## src/irq_gate_pkg.sv

```systemverilog
// Purpose: shared constants for the interrupt enable and priority block
// Assumes: 8-bit special function register bus with bit-addressable registers
// Notes:   source order numbers double as fixed arbitration order

package irq_gate_pkg;

  // ---------------------------------------------------------------------
  // register addresses
  // ---------------------------------------------------------------------
  localparam logic [7:0] ADDR_ENABLE_MAIN   = 8'ha8;
  localparam logic [7:0] ADDR_PRIORITY_MAIN = 8'hb8;
  localparam logic [7:0] ADDR_ENABLE_EXT    = 8'he6;

  // bit address base of a bit-addressable register is its byte address
  localparam logic [4:0] BIT_BASE_MASK      = 5'h1f;

  // ---------------------------------------------------------------------
  // reset values
  // ---------------------------------------------------------------------
  localparam logic [7:0] RST_ENABLE_MAIN    = 8'h00;
  localparam logic [7:0] RST_PRIORITY_MAIN  = 8'h80;
  localparam logic [7:0] RST_ENABLE_EXT     = 8'h00;
  localparam logic [7:0] RD_UNMAPPED        = 8'h00;

  // ---------------------------------------------------------------------
  // field positions in the main enable and priority registers
  // ---------------------------------------------------------------------
  localparam int GLOBAL_GATE_BIT    = 7;
  localparam int PRIO_UNUSED_BIT    = 7;
  localparam int MAIN_SOURCE_BITS   = 7;   // bits 6..0 of enable and priority

  // ---------------------------------------------------------------------
  // source order (index external_request_line0 pending vector)
  // ---------------------------------------------------------------------
  localparam int SRC_EXT0     = 0;
  localparam int SRC_TIMER0   = 1;
  localparam int SRC_EXT1     = 2;
  localparam int SRC_TIMER1   = 3;
  localparam int SRC_UART0    = 4;
  localparam int SRC_TIMER2   = 5;
  localparam int SRC_SPI      = 6;
  localparam int SRC_EXT_BASE = 7;       // smbus0 .. timer3 at 7..14
  localparam int NUM_SOURCES  = 15;
  localparam int INDEX_W      = 4;

endpackage

```

## src/irq_enable_priority_regs.sv

```systemverilog
// Purpose: interrupt enable, priority and arbitration registers of the cpu
// Assumes: peripherals present level pending flags; cpu pulses ack and return
// Notes:   extended sources always arbitrate at the low level

`timescale 1ns/1ps

// Summary of operation
// - global gate bit 7 blocks all sources
// - bit 6 masks spi requests
// - bit 5 masks both timer2 overflow flags
// - bit 4 masks uart0 requests
// - bit 3 masks timer1 overflow flag
// - bit 2 masks external line 1
// - bit 1 masks timer0 overflow flag
// - bit 0 masks external line 0
// - priority bit 7 reads one, ignores writes
// - priority bits 6..0 choose high or low level
// - main registers at a8, b8, bit access
// - extended enable at e6, timer3 down to smbus0
// - high preempts low; high never preempted
// - high level first, then fixed source order
module irq_enable_priority_regs (
  input  wire logic        ref_clk,                   // system clock, 40 MHz
  input  wire logic        rst,                       // async reset, active high
  input  wire logic [7:0]  sfr_addr,                  // byte register address
  input  wire logic        sfr_wr,                    // byte write strobe
  input  wire logic [7:0]  sfr_wdata,                 // byte write data
  input  wire logic        sfr_rd,                    // byte read strobe
  output logic      [7:0]  sfr_rdata,                 // read data, one cycle later
  output logic             sfr_hit,                   // read hit this block
  input  wire logic [7:0]  bit_addr,                  // bit address for bit access
  input  wire logic        bit_wr,                    // single-bit write strobe
  input  wire logic        bit_wval,                  // single-bit write value
  input  wire logic        bit_rd,                    // single-bit read strobe
  output logic             bit_rdata,                 // single-bit read value
  input  wire logic        external_request_line0,    // external line 0 pending
  input  wire logic        timer0_overflow_flag,      // timer 0 pending
  input  wire logic        external_request_line1,    // external line 1 pending
  input  wire logic        timer1_overflow_flag,      // timer 1 pending
  input  wire logic        uart0_pending,             // uart0 pending
  input  wire logic        timer2_low_overflow_flag,  // timer 2 low byte pending
  input  wire logic        timer2_high_overflow_flag, // timer 2 high byte pending
  input  wire logic        spi_pending,               // spi pending
  input  wire logic [7:0]  ext_pending,               // smbus0 .. timer3 pending
  input  wire logic        irq_ack,                   // cpu enters offered service
  input  wire logic        irq_return,                // cpu leaves a service routine
  output logic [14:0]      src_request,               // gated per-source requests
  output logic             irq_req,                   // request offered to cpu
  output logic [3:0]       irq_index,                 // order of offered source
  output logic             irq_high                   // offered source is high level
);

  // ---------------------------------------------------------------------
  // registers
  // ---------------------------------------------------------------------
  logic [7:0]  irq_enable_main_reg;
  logic [6:0]  irq_priority_main_reg;
  logic [7:0]  irq_enable_extended_first_reg;
  logic        serve_low_reg;
  logic        serve_high_reg;
  logic [7:0]  prio_view;
  logic [14:0] pend_raw;
  logic [14:0] mask_all;
  logic [14:0] level_all;
  logic [14:0] req_next;
  logic        win_next;
  logic        win_high_next;
  logic [3:0]  win_index_next;
  logic        bit_hit_en;
  logic        bit_hit_pr;
  logic [2:0]  bit_sel;

  // priority register view: unused top bit reads one
  assign prio_view = {irq_gate_pkg::RST_PRIORITY_MAIN[irq_gate_pkg::PRIO_UNUSED_BIT],
                      irq_priority_main_reg};

  // bit address decode: upper five bits select the register
  assign bit_sel    = bit_addr[2:0];
  assign bit_hit_en = (bit_addr[7:3] ==
                       irq_gate_pkg::ADDR_ENABLE_MAIN[7:3]);
  assign bit_hit_pr = (bit_addr[7:3] ==
                       irq_gate_pkg::ADDR_PRIORITY_MAIN[7:3]);

  // ---------------------------------------------------------------------
  // register writes
  // ---------------------------------------------------------------------
  // main enable: byte write or single-bit write, on every page
  always_ff @(posedge ref_clk or posedge rst) begin
    if (rst) begin
      irq_enable_main_reg <= irq_gate_pkg::RST_ENABLE_MAIN;
    end else if (sfr_wr && sfr_addr == irq_gate_pkg::ADDR_ENABLE_MAIN) begin
      irq_enable_main_reg <= sfr_wdata;
    end else if (bit_wr && bit_hit_en) begin
      irq_enable_main_reg[bit_sel] <= bit_wval;
    end
  end

  // main priority: only bits 6..0 are stored, bit 7 writes dropped
  always_ff @(posedge ref_clk or posedge rst) begin
    if (rst) begin
      irq_priority_main_reg <=
        irq_gate_pkg::RST_PRIORITY_MAIN[irq_gate_pkg::MAIN_SOURCE_BITS-1:0];
    end else if (sfr_wr && sfr_addr == irq_gate_pkg::ADDR_PRIORITY_MAIN) begin
      irq_priority_main_reg <= sfr_wdata[irq_gate_pkg::MAIN_SOURCE_BITS-1:0];
    end else if (bit_wr && bit_hit_pr &&
                 bit_sel != 3'(irq_gate_pkg::PRIO_UNUSED_BIT)) begin
      irq_priority_main_reg[bit_sel] <= bit_wval;
    end
  end

  // extended enable: byte access only
  always_ff @(posedge ref_clk or posedge rst) begin
    if (rst) begin
      irq_enable_extended_first_reg <= irq_gate_pkg::RST_ENABLE_EXT;
    end else if (sfr_wr && sfr_addr == irq_gate_pkg::ADDR_ENABLE_EXT) begin
      irq_enable_extended_first_reg <= sfr_wdata;
    end
  end

  // ---------------------------------------------------------------------
  // register reads
  // ---------------------------------------------------------------------
  // byte read data and hit flag, registered
  always_ff @(posedge ref_clk or posedge rst) begin
    if (rst) begin
      sfr_rdata <= irq_gate_pkg::RD_UNMAPPED;
      sfr_hit   <= 1'b0;
    end else if (sfr_rd) begin
      unique case (sfr_addr)
        irq_gate_pkg::ADDR_ENABLE_MAIN: begin
          sfr_rdata <= irq_enable_main_reg;
          sfr_hit   <= 1'b1;
        end
        irq_gate_pkg::ADDR_PRIORITY_MAIN: begin
          sfr_rdata <= prio_view;
          sfr_hit   <= 1'b1;
        end
        irq_gate_pkg::ADDR_ENABLE_EXT: begin
          sfr_rdata <= irq_enable_extended_first_reg;
          sfr_hit   <= 1'b1;
        end
        default: begin
          sfr_rdata <= irq_gate_pkg::RD_UNMAPPED;
          sfr_hit   <= 1'b0;
        end
      endcase
    end else begin
      sfr_hit <= 1'b0;
    end
  end

  // single-bit read, zero when not ours
  always_ff @(posedge ref_clk or posedge rst) begin
    if (rst) begin
      bit_rdata <= 1'b0;
    end else if (bit_rd) begin
      bit_rdata <= (bit_hit_en && irq_enable_main_reg[bit_sel]) ||
                   (bit_hit_pr && prio_view[bit_sel]);
    end
  end

  // ---------------------------------------------------------------------
  // request gating
  // ---------------------------------------------------------------------
  // pending flags and masks in source order
  always_comb begin
    pend_raw = '0;
    pend_raw[irq_gate_pkg::SRC_EXT0]   = external_request_line0;
    pend_raw[irq_gate_pkg::SRC_TIMER0] = timer0_overflow_flag;
    pend_raw[irq_gate_pkg::SRC_EXT1]   = external_request_line1;
    pend_raw[irq_gate_pkg::SRC_TIMER1] = timer1_overflow_flag;
    pend_raw[irq_gate_pkg::SRC_UART0]  = uart0_pending;
    pend_raw[irq_gate_pkg::SRC_TIMER2] = timer2_low_overflow_flag |
                                         timer2_high_overflow_flag;
    pend_raw[irq_gate_pkg::SRC_SPI]    = spi_pending;
    pend_raw[irq_gate_pkg::NUM_SOURCES-1:irq_gate_pkg::SRC_EXT_BASE] = ext_pending;
    // bits 6..0 of the main enable line up with sources 6..0
    mask_all = {irq_enable_extended_first_reg,
                irq_enable_main_reg[irq_gate_pkg::MAIN_SOURCE_BITS-1:0]};
    level_all = {8'h00, irq_priority_main_reg};
    req_next  = pend_raw & mask_all &
                {irq_gate_pkg::NUM_SOURCES{
                  irq_enable_main_reg[irq_gate_pkg::GLOBAL_GATE_BIT]}};
  end

  // ---------------------------------------------------------------------
  // arbitration
  // ---------------------------------------------------------------------
  // high level first, lowest order wins within a level
  always_comb begin
    win_next       = 1'b0;
    win_high_next  = 1'b0;
    win_index_next = '0;
    for (int i = irq_gate_pkg::NUM_SOURCES - 1; i >= 0; i--) begin
      if (req_next[i] && !level_all[i] && !win_high_next) begin
        win_next       = 1'b1;
        win_index_next = 4'(i);
      end
    end
    for (int i = irq_gate_pkg::NUM_SOURCES - 1; i >= 0; i--) begin
      if (req_next[i] && level_all[i]) begin
        win_next       = 1'b1;
        win_high_next  = 1'b1;
        win_index_next = 4'(i);
      end
    end
    // only a high request may interrupt a low routine; nothing beats high
    if (serve_high_reg || (serve_low_reg && !win_high_next)) begin
      win_next = 1'b0;
    end
  end

  // registered offer to the cpu
  always_ff @(posedge ref_clk or posedge rst) begin
    if (rst) begin
      src_request <= '0;
      irq_req     <= 1'b0;
      irq_index   <= '0;
      irq_high    <= 1'b0;
    end else begin
      src_request <= req_next;
      irq_req     <= win_next;
      irq_index   <= win_index_next;
      irq_high    <= win_high_next;
    end
  end

  // ---------------------------------------------------------------------
  // in-service tracking
  // ---------------------------------------------------------------------
  // ack enters the offered level; return leaves the innermost level
  always_ff @(posedge ref_clk or posedge rst) begin
    if (rst) begin
      serve_low_reg  <= 1'b0;
      serve_high_reg <= 1'b0;
    end else if (irq_ack && irq_req) begin
      if (irq_high) begin
        serve_high_reg <= 1'b1;
      end else begin
        serve_low_reg <= 1'b1;
      end
    end else if (irq_return) begin
      if (serve_high_reg) begin
        serve_high_reg <= 1'b0;
      end else begin
        serve_low_reg <= 1'b0;
      end
    end
  end

endmodule

```

## config.mk

```make
export PLATFORM = sky130hd
export DESIGN_NAME = irq_enable_priority_regs
export DESIGN_NICKNAME = d
export VERILOG_FILES = /design/src/irq_gate_pkg.sv /design/src/irq_enable_priority_regs.sv
export SDC_FILE = /design/constraint.sdc
export NUM_CORES = 1
export LEC_CHECK = 0
export BUFFER_PORTS_ARGS = -buffer_cell sky130_fd_sc_hd__buf_4
export CORE_MARGIN = 2
export CORE_UTILIZATION = 53
export DETAILED_ROUTE_END_ITERATION = 10
export PLACE_DENSITY = 0.88
export SYNTH_ARGS = -nofsm -noshare
export SYNTH_HDL_FRONTEND = slang
export SYNTH_SLANG_ARGS = --single-unit
```

## constraint.sdc

```tcl
create_clock -name ref_clk -period 1.9 [get_ports ref_clk]
set_input_delay 0.19 -clock ref_clk [delete_from_list [all_inputs] [get_ports ref_clk]]
set_output_delay 0.19 -clock ref_clk [all_outputs]
set_load 0.02 [all_outputs]
```

==> metrics.csv <==
stage;metric;value;unit
outcome;status;finished, final reports clean;
timing;clock.fmax;0.568;GHz
timing;slew_violations;0;
route;first_pass_iters;6;
critical_path;cpMaxStageDelayCell;dfrtp_2;
synthesis;syn_inst;310;
floorplanning;ios;80;
critical_path;required;2.13;ns
grt;grt_antenna_before_repair;0;
floorplanning;die_w;79.1;µm
critical_path;worstPathMaxFanout;14;
final_layout;regMostFlops;src_request;
grt;grt_pass1_vias;2806;
grt;grt_max_degree;57;
final_layout;drive_gt1_frac;0.301;
final_layout;syn_to_final_growth;27.2;%
cts;cts_root_buf;clkbuf_8;
timing;fin_tns_setup;0;ns
final_layout;seq_area;0.00140;mm²
synthesis;synth_largest_area_cell;dfrtp_1;
cts;cts_buffer_depth;2;
critical_path;reg2reg_depth;7;
critical_path;crit_arrival;1.99;ns
synthesis;ys_ff_latch;56;
synthesis;synth_ff_type;dfrtp_1;
synthesis;avgSynthCellArea;9.63;µm²
place;routabilityCongestion;0.961;
floorplanning;rows;27;
timing;slew_headroom;0.638;
route;wire_per_inst;17.6;µm
route;vias;2819;
route;wirelength;8.24;mm
timing;hold_viol;0;
final_layout;multi_input_area;0.00146;mm²
floorplanning;start_util;0.545;
critical_path;timing.critical_path.buf_inv;2;
pwr;power_density;637;mW/mm²
cts;clk_pin_slew_worst_paths;0.10;ns
timing;worst_pin_slew;0.542;ns
synthesis;synth-async-reset-ratio;1.00;
hold_path;hp-class;primary input to flop;
pwr;p_leak;1.82;nW
critical_path;path_cells;buf_4 > and3_1 > nand2_1 > nand4_1 > nor3_2 > inv_1 > nor3_1;
route;drtIter0Drc;251;
synthesis;syn_nets;359;
floorplanning;dieArea;0.00625;mm²
route;drc_errors;0;
job;drv_cap;0;
critical_path;end_kind;flop;
final_layout;fillers;427;
critical_path;slowest_delay;0.51;ns
timing;post-route-min-period;1.76;ns
floorplanning;core;0.00547;mm²
route;ant_nets;0;
cts;h-tree-depth;2;
synthesis;synth.most_common_cell;dfrtp_1;
critical_path;timing.rr.start;irq_enable_main_reg[7]$_DFFE_PP0P_;
pwr;p_total;2.42;mW
critical_path;path_delay_family;simple AND/OR/NAND/NOR gates;
place;dp_hpwl;6.16;mm
timing;post-route-period-util;0.927;
critical_path;cp-start-kind;flop;
cts;tritoncts;yes;
grt;grt_overflow_total;0;
timing;rsz0062_at_grt;no;
cts;numCtsBuffers;5;
floorplanning;die_h;79.1;µm
cts;cts_setup_buffers;0;
timing;finClkSkew;0.00672;ns
grt;grtUsageTotal;0.278;
synthesis;ys_top_cells_by_count;dfrtp_1, nand2_1, nor2_1;
final_layout;layout.nets;443;
pwr;vdd_drop_max;475;µV
synthesis;seq_area_frac_synth;0.469;
cts;clock_sinks;56;
critical_path;critPathKind;flop to flop;
hold_path;whs_path_depth;2;
route;vias_per_cell;6.04;
grt;grt_pass1_wl;13.5;mm
synthesis;synth_area;0.00299;mm²
final_layout;antenna_cells;0;
final_layout;largest_reg_flops;15;
hold_path;worstHoldEndpoint;bit_rdata$_DFFE_PP0P_;
place;io_buffers;79;
synthesis;ys_warn_count;0;
hold_path;min_from;bit_rd;
synthesis;synth_edf_count;0;
timing;finalSetupViolCount;0;
synthesis;yosys.cell_types.count;49;
critical_path;reg2reg_slack;0.14;ns
synthesis;synth_top_area_frac;0.469;
critical_path;reg2reg_to;irq_index[3]$_DFF_PP0_;
synthesis;synth_area_leaders;dfrtp_1, mux2i_1, mux2_2;
cts;clock_latency;0.31;ns
[metal layers]
layer,up-vias,GRT usage,wire length [µm]
met4,0,0.0966,208
met3,21,0.0489,629
met2,145,0.481,4180
li1,1308,-,-
met1,1345,0.352,3210
met5,-,0,0
[cell usage in the layout, fill, tap and decap left out, types with 2 or more instances in the layout]
cell type	synthesis	routed
o31ai_1	2	2
nand3_1	10	10
and4b_1	4	4
clkbuf_8	0	6
a21o_1	2	2
nand2b_1	2	2
o211ai_1	2	2
o2111ai_1	3	3
a221oi_1	4	4
a31oi_1	4	4
nor2b_1	3	3
mux2_2	12	12
a22oi_1	8	8
a21oi_1	15	15
nor3_1	10	9
mux2i_1	15	15
buf_4	2	87
o22ai_1	8	8
nand2_1	32	32
a22o_1	8	8
inv_1	17	16
dfrtp_1	56	55
nor2_1	28	28
and3_1	8	8
nand4_1	5	5
nand4b_1	4	4
o21ai_0	17	17
[kinds of logic (layout without fill, tap and decap cells)]
| kind of cell | after synthesis | in the layout | synth area share |
|---|---|---|---|
| DFF | 56 | 56 | 0.469 |
| buffers and inverters | 29 | 114 | 0.0432 |
| muxes | 27 | 27 | 0.0956 |
| AOI/OAI and AO/OA | 81 | 81 | 0.180 |
| and+or+nand+nor | 117 | 117 | 0.212 |
[worst reg2reg max path: stages, from the launching register on]
cell,delay [ns]
dfrtp_2,0.51
buf_4,0.21
and3_1,0.17
nand2_1,0.13
nand4_1,0.16
nor3_2,0.25
inv_1,0.08
nor3_1,0.17
[final cells by class]
type,count,share of cell area
clock buffer,6,0.0218
clock inverter,2,0.00363
inverter,17,0.0168
multi-input combinational,225,0.385
sequential,56,0.369
tap,72,0.0237
timing repair buffer,89,0.180
[per-stage QoR]
step           cells   util  cell area, µm²  setup slack (ns)  hold WS, ns
6_report         467  0.694            3800             0.139       0.0782
5_1_grt          467  0.694            3800           0.00712       0.0950
4_1_cts          467  0.693            3790            0.0408       0.0717
3_5_place_dp     458  0.673            3680            0.0836        0.273
3_3_place_gp     458  0.673            3680             0.165        0.270
2_1_floorplan    310      -            2990             0.339        0.286
[how the worst max path moves through the flow]
stage / endpoint / depth (start not counted) / startpoint
finish: irq_index[3]$_DFF_PP0_ / 7 / irq_enable_main_reg[7]$_DFFE_PP0P_
global route: irq_index[3]$_DFF_PP0_ / 7 / irq_enable_main_reg[7]$_DFFE_PP0P_
CTS: irq_index[3]$_DFF_PP0_ / 7 / irq_enable_main_reg[7]$_DFFE_PP0P_
detailed placement: irq_index[3]$_DFF_PP0_ / 7 / irq_enable_main_reg[7]$_DFFE_PP0P_
global placement: irq_index[3]$_DFF_PP0_ / 7 / irq_enable_main_reg[7]$_DFFE_PP0P_
floorplan: bit_rdata$_DFFE_PP0P_ / 1 / rst
[where the power goes]
group          switching, mW  internal [mW]  leakage, nW  total (mW)
clock                  0.398          0.299       0.0516       0.697
combinational          0.202          0.180         1.00       0.382
sequential            0.0885           1.25        0.771        1.34
[timing repair]
item	4_1_cts	5_1_grt
hold endpoints to repair	56	0
setup endpoints to repair	0	3
resized for setup	0	2
hold buffers	1	0
Note: power is estimated with default switching activity, not from simulation.
